File: src/dotc_pkg.sv
// Purpose: shared constants for the test and debug register bank and its core-side port
// Assumes: one 40 MHz clock, asynchronous active-low reset
// Notes: coprocessor selectors are opcode_1, crn, crm, opcode_2 of a transfer
package dotc_pkg;
  localparam int unsigned DOTC_DW = 32;
  // coprocessor selector values
  localparam logic [2:0] DOTC_OP1_BANK0 = 3'h0;
  localparam logic [2:0] DOTC_OP1_BANK1 = 3'h1;
  localparam logic [3:0] DOTC_CRN_TEST = 4'hF;
  localparam logic [3:0] DOTC_CRM_OVR = 4'h0;
  localparam logic [3:0] DOTC_CRM_ADDR = 4'h1;
  localparam logic [2:0] DOTC_OP2_ZERO = 3'h0;
  // override register fields
  localparam int unsigned DOTC_OVR_CLEAN_ALL = 19;
  localparam int unsigned DOTC_OVR_ABT_DTB = 18;
  localparam int unsigned DOTC_OVR_ABT_ITB = 17;
  localparam int unsigned DOTC_OVR_NO_PREF = 16;
  localparam int unsigned DOTC_OVR_NO_CGATE = 15;
  localparam int unsigned DOTC_OVR_FORCE_UB = 14;
  localparam int unsigned DOTC_OVR_MMUOFF_WRTHRU = 13;
  localparam logic [31:0] DOTC_OVR_MASK = 32'h000FE000;
  localparam logic [31:0] DOTC_OVR_RESET = 32'h00000000;
  localparam logic [31:0] DOTC_ADDR_RESET = 32'h00000000;
  // trace stall control fields
  localparam int unsigned DOTC_TRC_FAST = 2;
  localparam int unsigned DOTC_TRC_NORM = 1;
  localparam logic [31:0] DOTC_TRC_MASK = 32'h00000006;
  localparam logic [31:0] DOTC_TRC_RESET = 32'h00000000;
  // translation fault status value
  localparam logic [3:0] DOTC_FS_TRANSLATION = 4'h0;
  // data attribute encodings
  typedef enum logic [1:0] {
    DOTC_ATTR_UNCACHED_UNBUFFERED,
    DOTC_ATTR_UNCACHED_BUFFERED,
    DOTC_ATTR_WRITE_THROUGH,
    DOTC_ATTR_WRITE_BACK
  } dotc_attr_e;
  // apb register offsets of the core-side command port
  localparam logic [7:0] DOTC_REG_CMD = 8'h00;
  localparam logic [7:0] DOTC_REG_WDATA = 8'h04;
  localparam logic [7:0] DOTC_REG_RDATA = 8'h08;
  localparam logic [7:0] DOTC_REG_STATUS = 8'h0C;
  localparam logic [31:0] DOTC_APB_ERRDATA = 32'h00000000;
endpackage : dotc_pkg

File: src/dotc_if.sv
// Purpose: coprocessor transfer link between core end and register bank
// Assumes: single clock, transfer is a one-cycle strobe
// Notes: read data answers one cycle after the strobe
`timescale 1ns/1ps
interface dotc_if;
  logic cp_valid; // one-cycle transfer strobe
  logic cp_write; // direction bit, 1 write, 0 read
  logic [2:0] cp_op1;
  logic [3:0] cp_crn;
  logic [3:0] cp_crm;
  logic [2:0] cp_op2;
  logic [31:0] cp_wdata;
  logic cp_rvalid; // read data answer pulse
  logic cp_hit; // register decoded
  logic [31:0] cp_rdata;
  modport bank (input cp_valid, cp_write, cp_op1, cp_crn, cp_crm, cp_op2, cp_wdata,
                output cp_rvalid, cp_hit, cp_rdata);
  modport core (output cp_valid, cp_write, cp_op1, cp_crn, cp_crm, cp_op2, cp_wdata,
                input cp_rvalid, cp_hit, cp_rdata);
endinterface : dotc_if

File: src/dotc_bank.sv
// Purpose: test and debug register bank with override and trace stall control
// Assumes: core signals are on i_clk; interrupt and queue-full pins are asynchronous
// Notes: reserved override and trace bits read as zero
//
// The register offsets and the APB slave port were left to the implementer.
`timescale 1ns/1ps
module dotc_bank
  import dotc_pkg::*;
(
  input wire logic i_clk,
  input wire logic i_arst_n,
  dotc_if.bank cp,
  input wire logic i_trace_queue_full, // async pin
  input wire logic i_fast_interrupt_n, // async pin, active low
  input wire logic i_normal_interrupt_n, // async pin, active low
  input wire logic i_dtb_miss, // data translation buffer miss
  input wire logic i_itb_miss, // instr translation buffer miss
  input wire logic i_spec_fetch_req, // speculative noncachable fetch wanted
  input wire logic i_core_fetch_req, // core-issued instruction fetch
  input wire logic i_mmu_en,
  input wire logic i_dcache_en,
  input wire logic i_remap_valid, // region remap register gives attribute
  input wire logic [1:0] i_remap_attr,
  input wire logic [1:0] i_page_attr, // data attribute from page tables
  input wire logic i_clean_req, // test-and-clean style operation
  output logic [31:0] o_debug_override,
  output logic [31:0] o_test_address,
  output logic o_core_stall,
  output logic o_dtb_abort,
  output logic o_itb_abort,
  output logic o_walk_start,
  output logic o_fault_we,
  output logic [3:0] o_fault_status,
  output logic o_bus_fetch,
  output logic o_cgate_en,
  output logic [1:0] o_data_attr,
  output logic [1:0] o_store_attr,
  output logic o_clean_all
);
  logic [31:0] ovr_q; // override register, reserved bits kept zero
  logic [31:0] addr_q; // test address register
  logic [31:0] trc_q; // trace stall control
  logic [2:0] s1_q; // first sync stage: full, fast, normal
  logic [2:0] s2_q; // second sync stage
  logic sel_ovr;
  logic sel_addr;
  logic sel_trc;
  logic fast_pend;
  logic norm_pend;
  logic stall_d;
  logic [1:0] attr_d;
  logic [1:0] sattr_d;

  // decode of the coprocessor selectors
  // opcode_2 must be zero for all three registers; any other
  // selector decodes to nothing, so a write to it is dropped
  assign sel_ovr = cp.cp_op1 == DOTC_OP1_BANK0 && cp.cp_crn == DOTC_CRN_TEST &&
                   cp.cp_crm == DOTC_CRM_OVR && cp.cp_op2 == DOTC_OP2_ZERO;
  assign sel_addr = cp.cp_op1 == DOTC_OP1_BANK0 && cp.cp_crn == DOTC_CRN_TEST &&
                    cp.cp_crm == DOTC_CRM_ADDR && cp.cp_op2 == DOTC_OP2_ZERO;
  assign sel_trc = cp.cp_op1 == DOTC_OP1_BANK1 && cp.cp_crn == DOTC_CRN_TEST &&
                   cp.cp_crm == DOTC_CRM_ADDR && cp.cp_op2 == DOTC_OP2_ZERO;

  // register writes; reserved bits are masked so they always read zero
  // the test address register keeps all 32 bits, since it has no
  // reserved field of its own
  always_ff @(posedge i_clk or negedge i_arst_n) begin
    if (!i_arst_n) begin
      ovr_q <= DOTC_OVR_RESET;
      addr_q <= DOTC_ADDR_RESET;
      trc_q <= DOTC_TRC_RESET;
    end else if (cp.cp_valid && cp.cp_write) begin
      if (sel_ovr) begin
        ovr_q <= cp.cp_wdata & DOTC_OVR_MASK;
      end
      if (sel_addr) begin
        addr_q <= cp.cp_wdata;
      end
      if (sel_trc) begin
        trc_q <= cp.cp_wdata & DOTC_TRC_MASK;
      end
    end
  end

  // read answer one cycle after a read strobe; unmapped reads give zero and no hit
  // read data holds until the next read, so a slow poller still finds it;
  // the hit flag pulses with any strobe to a mapped selector, write or read
  always_ff @(posedge i_clk or negedge i_arst_n) begin
    if (!i_arst_n) begin
      cp.cp_rvalid <= 1'b0;
      cp.cp_hit <= 1'b0;
      cp.cp_rdata <= 32'h00000000;
    end else begin
      cp.cp_rvalid <= cp.cp_valid && !cp.cp_write;
      cp.cp_hit <= cp.cp_valid && (sel_ovr || sel_addr || sel_trc);
      if (cp.cp_valid && !cp.cp_write) begin
        cp.cp_rdata <= sel_ovr ? ovr_q : sel_addr ? addr_q : sel_trc ? trc_q : 32'h00000000;
      end
    end
  end

  // two-flop synchronisers for the asynchronous pins
  // the queue-full and interrupt pins come from outside this clock,
  // so only the second stage is ever read by logic
  always_ff @(posedge i_clk or negedge i_arst_n) begin
    if (!i_arst_n) begin
      s1_q <= 3'h0;
      s2_q <= 3'h0;
    end else begin
      s1_q <= {i_trace_queue_full, !i_fast_interrupt_n, !i_normal_interrupt_n};
      s2_q <= s1_q;
    end
  end

  // a pending interrupt only blocks the stall while its control bit is clear
  // the pins reach the stall output three edges after they move, so a
  // very short interrupt pulse may never lift a stall
  assign fast_pend = s2_q[1] && !trc_q[DOTC_TRC_FAST];
  assign norm_pend = s2_q[0] && !trc_q[DOTC_TRC_NORM];
  assign stall_d = s2_q[2] && !fast_pend && !norm_pend;

  // data attribute with mmu off; remap wins over write-through
  // with the mmu on the page tables decide alone; the encodings
  // follow dotc_attr_e
  always_comb begin
    attr_d = DOTC_ATTR_UNCACHED_UNBUFFERED;
    if (i_mmu_en) begin
      attr_d = i_page_attr;
    end else if (i_remap_valid) begin
      attr_d = i_remap_attr;
    end else if (ovr_q[DOTC_OVR_MMUOFF_WRTHRU] && i_dcache_en) begin
      attr_d = DOTC_ATTR_WRITE_THROUGH;
    end
    // store attribute: force override beats page tables and remap
    sattr_d = attr_d;
    if (ovr_q[DOTC_OVR_FORCE_UB] && attr_d == DOTC_ATTR_UNCACHED_BUFFERED) begin
      sattr_d = DOTC_ATTR_UNCACHED_UNBUFFERED;
    end
  end

  // registered control outputs; a miss either walks or aborts, never both
  // fault status is the translation code for every aborted miss;
  // the fault write strobe tells the core when to store it
  always_ff @(posedge i_clk or negedge i_arst_n) begin
    if (!i_arst_n) begin
      o_core_stall <= 1'b0;
      o_dtb_abort <= 1'b0;
      o_itb_abort <= 1'b0;
      o_walk_start <= 1'b0;
      o_fault_we <= 1'b0;
      o_fault_status <= DOTC_FS_TRANSLATION;
      o_bus_fetch <= 1'b0;
      o_cgate_en <= 1'b1;
      o_data_attr <= 2'h0;
      o_store_attr <= 2'h0;
      o_clean_all <= 1'b0;
    end else begin
      o_core_stall <= stall_d;
      o_dtb_abort <= i_dtb_miss && ovr_q[DOTC_OVR_ABT_DTB];
      o_itb_abort <= i_itb_miss && ovr_q[DOTC_OVR_ABT_ITB];
      o_walk_start <= (i_dtb_miss && !ovr_q[DOTC_OVR_ABT_DTB]) ||
                      (i_itb_miss && !ovr_q[DOTC_OVR_ABT_ITB]);
      o_fault_we <= (i_dtb_miss && ovr_q[DOTC_OVR_ABT_DTB]) ||
                    (i_itb_miss && ovr_q[DOTC_OVR_ABT_ITB]);
      o_fault_status <= DOTC_FS_TRANSLATION;
      o_bus_fetch <= i_core_fetch_req ||
                     (i_spec_fetch_req && !ovr_q[DOTC_OVR_NO_PREF]);
      o_cgate_en <= !ovr_q[DOTC_OVR_NO_CGATE];
      o_data_attr <= attr_d;
      o_store_attr <= sattr_d;
      o_clean_all <= i_clean_req && ovr_q[DOTC_OVR_CLEAN_ALL];
    end
  end

  // mirror the registers for the surrounding logic
  // these copies lag the registers by one edge, which the
  // surrounding logic must allow for
  always_ff @(posedge i_clk or negedge i_arst_n) begin
    if (!i_arst_n) begin
      o_debug_override <= DOTC_OVR_RESET;
      o_test_address <= DOTC_ADDR_RESET;
    end else begin
      o_debug_override <= ovr_q;
      o_test_address <= addr_q;
    end
  end
endmodule : dotc_bank

File: src/flat_wrapper.sv
// flat-port wrapper written by rule: the top's interface ports become plain ports
module dotc_bank_flat import dotc_pkg::*;
  (i_clk, i_arst_n, i_trace_queue_full, i_fast_interrupt_n, i_normal_interrupt_n, i_dtb_miss, i_itb_miss, i_spec_fetch_req, i_core_fetch_req, i_mmu_en, i_dcache_en, i_remap_valid, i_remap_attr, i_page_attr, i_clean_req, o_debug_override, o_test_address, o_core_stall, o_dtb_abort, o_itb_abort, o_walk_start, o_fault_we, o_fault_status, o_bus_fetch, o_cgate_en, o_data_attr, o_store_attr, o_clean_all, cp_cp_valid, cp_cp_write, cp_cp_op1, cp_cp_crn, cp_cp_crm, cp_cp_op2, cp_cp_wdata, cp_cp_rvalid, cp_cp_hit, cp_cp_rdata);
  dotc_if cp_i ();
  input wire logic i_clk;
  input wire logic i_arst_n;
  input wire logic i_trace_queue_full;
  input wire logic i_fast_interrupt_n;
  input wire logic i_normal_interrupt_n;
  input wire logic i_dtb_miss;
  input wire logic i_itb_miss;
  input wire logic i_spec_fetch_req;
  input wire logic i_core_fetch_req;
  input wire logic i_mmu_en;
  input wire logic i_dcache_en;
  input wire logic i_remap_valid;
  input wire logic [1:0] i_remap_attr;
  input wire logic [1:0] i_page_attr;
  input wire logic i_clean_req;
  output logic [31:0] o_debug_override;
  output logic [31:0] o_test_address;
  output logic o_core_stall;
  output logic o_dtb_abort;
  output logic o_itb_abort;
  output logic o_walk_start;
  output logic o_fault_we;
  output logic [3:0] o_fault_status;
  output logic o_bus_fetch;
  output logic o_cgate_en;
  output logic [1:0] o_data_attr;
  output logic [1:0] o_store_attr;
  output logic o_clean_all;
  input wire logic [$bits(cp_i.cp_valid)-1:0] cp_cp_valid;
  input wire logic [$bits(cp_i.cp_write)-1:0] cp_cp_write;
  input wire logic [$bits(cp_i.cp_op1)-1:0] cp_cp_op1;
  input wire logic [$bits(cp_i.cp_crn)-1:0] cp_cp_crn;
  input wire logic [$bits(cp_i.cp_crm)-1:0] cp_cp_crm;
  input wire logic [$bits(cp_i.cp_op2)-1:0] cp_cp_op2;
  input wire logic [$bits(cp_i.cp_wdata)-1:0] cp_cp_wdata;
  output wire logic [$bits(cp_i.cp_rvalid)-1:0] cp_cp_rvalid;
  output wire logic [$bits(cp_i.cp_hit)-1:0] cp_cp_hit;
  output wire logic [$bits(cp_i.cp_rdata)-1:0] cp_cp_rdata;
  assign cp_i.cp_valid = cp_cp_valid;
  assign cp_i.cp_write = cp_cp_write;
  assign cp_i.cp_op1 = cp_cp_op1;
  assign cp_i.cp_crn = cp_cp_crn;
  assign cp_i.cp_crm = cp_cp_crm;
  assign cp_i.cp_op2 = cp_cp_op2;
  assign cp_i.cp_wdata = cp_cp_wdata;
  assign cp_cp_rvalid = cp_i.cp_rvalid;
  assign cp_cp_hit = cp_i.cp_hit;
  assign cp_cp_rdata = cp_i.cp_rdata;
  dotc_bank u_core (.i_clk(i_clk), .i_arst_n(i_arst_n), .cp(cp_i), .i_trace_queue_full(i_trace_queue_full), .i_fast_interrupt_n(i_fast_interrupt_n), .i_normal_interrupt_n(i_normal_interrupt_n), .i_dtb_miss(i_dtb_miss), .i_itb_miss(i_itb_miss), .i_spec_fetch_req(i_spec_fetch_req), .i_core_fetch_req(i_core_fetch_req), .i_mmu_en(i_mmu_en), .i_dcache_en(i_dcache_en), .i_remap_valid(i_remap_valid), .i_remap_attr(i_remap_attr), .i_page_attr(i_page_attr), .i_clean_req(i_clean_req), .o_debug_override(o_debug_override), .o_test_address(o_test_address), .o_core_stall(o_core_stall), .o_dtb_abort(o_dtb_abort), .o_itb_abort(o_itb_abort), .o_walk_start(o_walk_start), .o_fault_we(o_fault_we), .o_fault_status(o_fault_status), .o_bus_fetch(o_bus_fetch), .o_cgate_en(o_cgate_en), .o_data_attr(o_data_attr), .o_store_attr(o_store_attr), .o_clean_all(o_clean_all));
endmodule
File: config.mk
export PLATFORM = sky130hd
export DESIGN_NAME = dotc_bank_flat
export DESIGN_NICKNAME = d
export VERILOG_FILES = /design/src/dotc_pkg.sv /design/src/dotc_if.sv /design/src/dotc_bank.sv /design/src/flat_wrapper.sv
export SDC_FILE = /design/constraint.sdc
export NUM_CORES = 1
export LEC_CHECK = 0
export ABC_AREA = 1
export BUFFER_PORTS_ARGS = -buffer_cell sky130_fd_sc_hd__buf_2
export CORE_UTILIZATION = 30
export DETAILED_ROUTE_END_ITERATION = 8
export HOLD_SLACK_MARGIN = 0.12
export SLEW_MARGIN = 20
export SYNTH_ARGS = -nofsm -noshare
export SYNTH_HDL_FRONTEND = slang
export SYNTH_SLANG_ARGS = --single-unit
File: constraint.sdc
create_clock -name i_clk -period 1.1 [get_ports i_clk]
set_input_delay 0.22 -clock i_clk [delete_from_list [all_inputs] [get_ports i_clk]]
set_output_delay 0.22 -clock i_clk [all_outputs]
set_load 0.01 [all_outputs]
==> impl_metrics.yaml <==
setup_path:
  crit_type: "reg2out"
  cpPeakStageDelay_ns: 0.52
  worstPathMaxFanout: 1
  crit_arrival_ns: 1.03
  required_ns: 0.88
  cp-end-kind: "primary output"
  setup.worst_path.start_class: "flop"
  path_cells: "buf_6"
  critPathTopFamily: "flip-flops"
  critical-path-slowest-cell: "dfstp_2"
  critPathBufInv: 1
synth:
  synth_fa_ha_area_share_pct: 0
  synth_top_family_by_area: "simple AND/OR/NAND/NOR gates"
  yosys-top-cells-count: "nand2_1 (161), dfrtp_1 (131), inv_1 (35), buf_4 (29)"
  synth_top_area_share_pct: 63.42
  syn_area_um2: 5169
  syn-instance-count: 496
  synth_xor_area_share_pct: 0
  synth.area.mux_share_pct: 0
  async_flop_share_pct: 100.0
  yosysTopAreaCell: "dfrtp_1"
  synth.most_common_cell: "nand2_1"
  synth-simple-area-share_pct: 21.67
  synthFlopType: "dfrtp_1"
  synth_edf_count: 0
  synth_compound_area_share_pct: 4.938
  ys_types: 29
  synth.area.top_cells: "dfrtp_1 (63%), nand2_1 (12%), buf_4 (4.2%)"
  yosys_warnings: 0
  ys_seq_area_share_pct: 63.93
  syn_area_per_cell_um2: 10.42
  postSynthRegisterBits: 132
power:
  pwr_density_cell_nw_per_um2: 1536
  p_switching_uw: 2466
  seq_power_share_pct: 42.2
  switching_share_pct: 21.08
  leakage_uw: 0.004420
  power_uw: 11700
  p_int_uw: 9235
  clkPwrFrac_pct: 51.3
  power_frac_comb_pct: 6.4
  ir_worst_vdd_v: 0.0009826
global_routing:
  grt.total_usage_pct: 14.94
  grt_max_degree: 36
  antenna_found_initial: 3
  grt_overflow: 0
  grt_first_pass_wirelength_um: 20060
  grt_pass1_vias: 4037
timing:
  post-route-period-util_pct: 113.3
  fin_skew_ns: 0.01129
  maxSlewViolCount: 0
  finalHoldViolCount: 0
  period_needed_ns: 1.247
  fmax_mhz: 802.1
  rsz0062_at_grt: "yes"
  worst_slack_ns: -0.1467
  setup_viol: 85
layout:
  num-nets-final: 805
  finalInstanceArea_um2: 7617
  final_layout_size_suffix_gt1_share_pct: 37.45
  area_delta_synth_final_pct: 47.37
routing:
  routed_wirelength_um: 12550
  wire_per_inst_um: 12.88
  antenna_left: 0
  drc: 0
  vias: 3980
  vias_per_cell: 4.086
  dr.pass1.iters: 4
  first_iter_violations: 131
placement:
  port_buffers: 149
  dp_hpwl_um: 8305
  post-place-ws_ns: -0.3079
  gp_congestion: 0.7163
  dpl-instance-area_um2: 6384
run:
  max-cap-violations: 0
min_path:
  hold_path_class: "in2reg"
clock_network:
  cts_max_level: 4
  cts.sinks: 132
  clkTransAtPathRegs_ns: 0.06
  clock_latency_ns: 0.41
  clk_path_buf_depth: 2
  tritoncts: "yes"
  clk_root_buffer_cell: "clkbuf_16"
  numCtsBuffers: 17
die:
  core-area_um2: 16700
  pin_count: 179
  design.die.area_um2: 17760
  die_x_um: 133.3
  rows: 47
  dieHeight_um: 133.3
  start_util_pct: 30.95
outcome:
  violations: "negative setup slack"
  status: "complete, but fails checks"
## cell usage in the layout (no fill, tap or decap), types with 12 or more instances in the layout
master	n
conb_1	29
clkbuf_16	17
dfrtp_1	131
o21ai_1	30
nand2_2	27
buf_12	12
nand2_1	157
dlygate4sd3_1	46
buf_4	35
buf_2	143
nand3_1	24
inv_1	35
## flip-flops by register name, summed over array words and instances (netlist names), 2 cells and up
register	cells
u_core.s2_q	3
u_core.o_test_address	32
u_core.s1_q	3
u_core.trc_q	2
u_core.cp.cp_rdata	32
u_core.addr_q	32
u_core.o_data_attr	2
u_core.o_store_attr	2
u_core.o_debug_override	7
u_core.ovr_q	7
## metal layers
layer	vias to the layer above	part of all wire, %	global-route usage [%]
met3	18	6.2	4.680
met5	-	0.10	0
met2	139	49	25.35
met1	1842	43	17.72
met4	2	1.4	5.492
li1	1979	-	-
## final cells by class
class	count	area (um^2)
clock buffer	23	478.0
antenna	1	2.502
inverter	37	138.9
tap	220	275.3
sequential	132	3304
multi-input combinational	310	1523
clock inverter	9	148.9
timing repair buffer	242	1747
fill	1601	9084
## path summary, 6_finish.rpt
path / end / from / slack (ns) / cells after the start
worst max register to register: u_core.cp.cp_rdata[16]$_DFFE_PN0P_ / u_core.cp.cp_rdata[16]$_DFFE_PN0P_ / 0.13 / 4
min in group asynchronous: u_core.cp.cp_rdata[8]$_DFFE_PN0P_ / i_arst_n / 0.24 / 2
worst min register to register: u_core.s2_q[1]$_DFF_PN0_ / u_core.s1_q[1]$_DFF_PN0_ / 0.35 / 0
worst min-delay path: u_core.o_data_attr[1]$_DFF_PN0_ / i_remap_attr[1] / 0.16 / 5
max in group asynchronous: u_core.o_test_address[13]$_DFF_PN0_ / i_arst_n / 0.40 / 3
worst max-delay path: o_cgate_en / u_core.o_cgate_en$_DFF_PN1_ / -0.15 / 1
## cell families (layout without fill, tap and decap cells)
family / after synthesis / count (layout)
buffers and inverters: 82 / 311
AND/OR/NAND/NOR: 236 / 236
other: 1 / 30
AO/OA/AOI/OAI: 45 / 45
flip-flops: 132 / 132
## per-stage QoR
| stage | hold slack, ns | instances | setup TNS (ns) | util [%] |
|---|---|---|---|---|
| floorplan | -0.07559 | 524 | -5.084 | - |
| global placement | 0.09971 | 880 | -17.32 | 38.22 |
| detailed placement | 0.1043 | 880 | -18.48 | 38.22 |
| CTS | 0.1506 | 968 | -4.438 | 45.26 |
| global route | 0.1913 | 973 | -6.064 | 45.59 |
| finish | 0.1568 | 974 | -2.708 | 45.61 |
## repair_timing
item / 4_1_cts / 5_1_grt
setup buffers: 10 / 5
resized for setup: 2 / 3
hold buffers: 46 / 0
endpoints found under the setup margin: 85 / 85
endpoints found under the hold margin: 186 / 0
## power by group through the flow
| stage | registers [uW] | clock network, uW | logic, uW |
|---|---|---|---|
| 6_report | 4940 | 6000 | 755 |
| 5_1_grt | 4950 | 6390 | 842 |
| 4_1_cts | 4940 | 6150 | 763 |
| 3_5_place_dp | 5030 | 0 | 631 |
| 3_3_place_gp | 5020 | 0 | 627 |
| 2_1_floorplan | 5050 | 0 | 281 |
(Power assumes the default switching activity.)
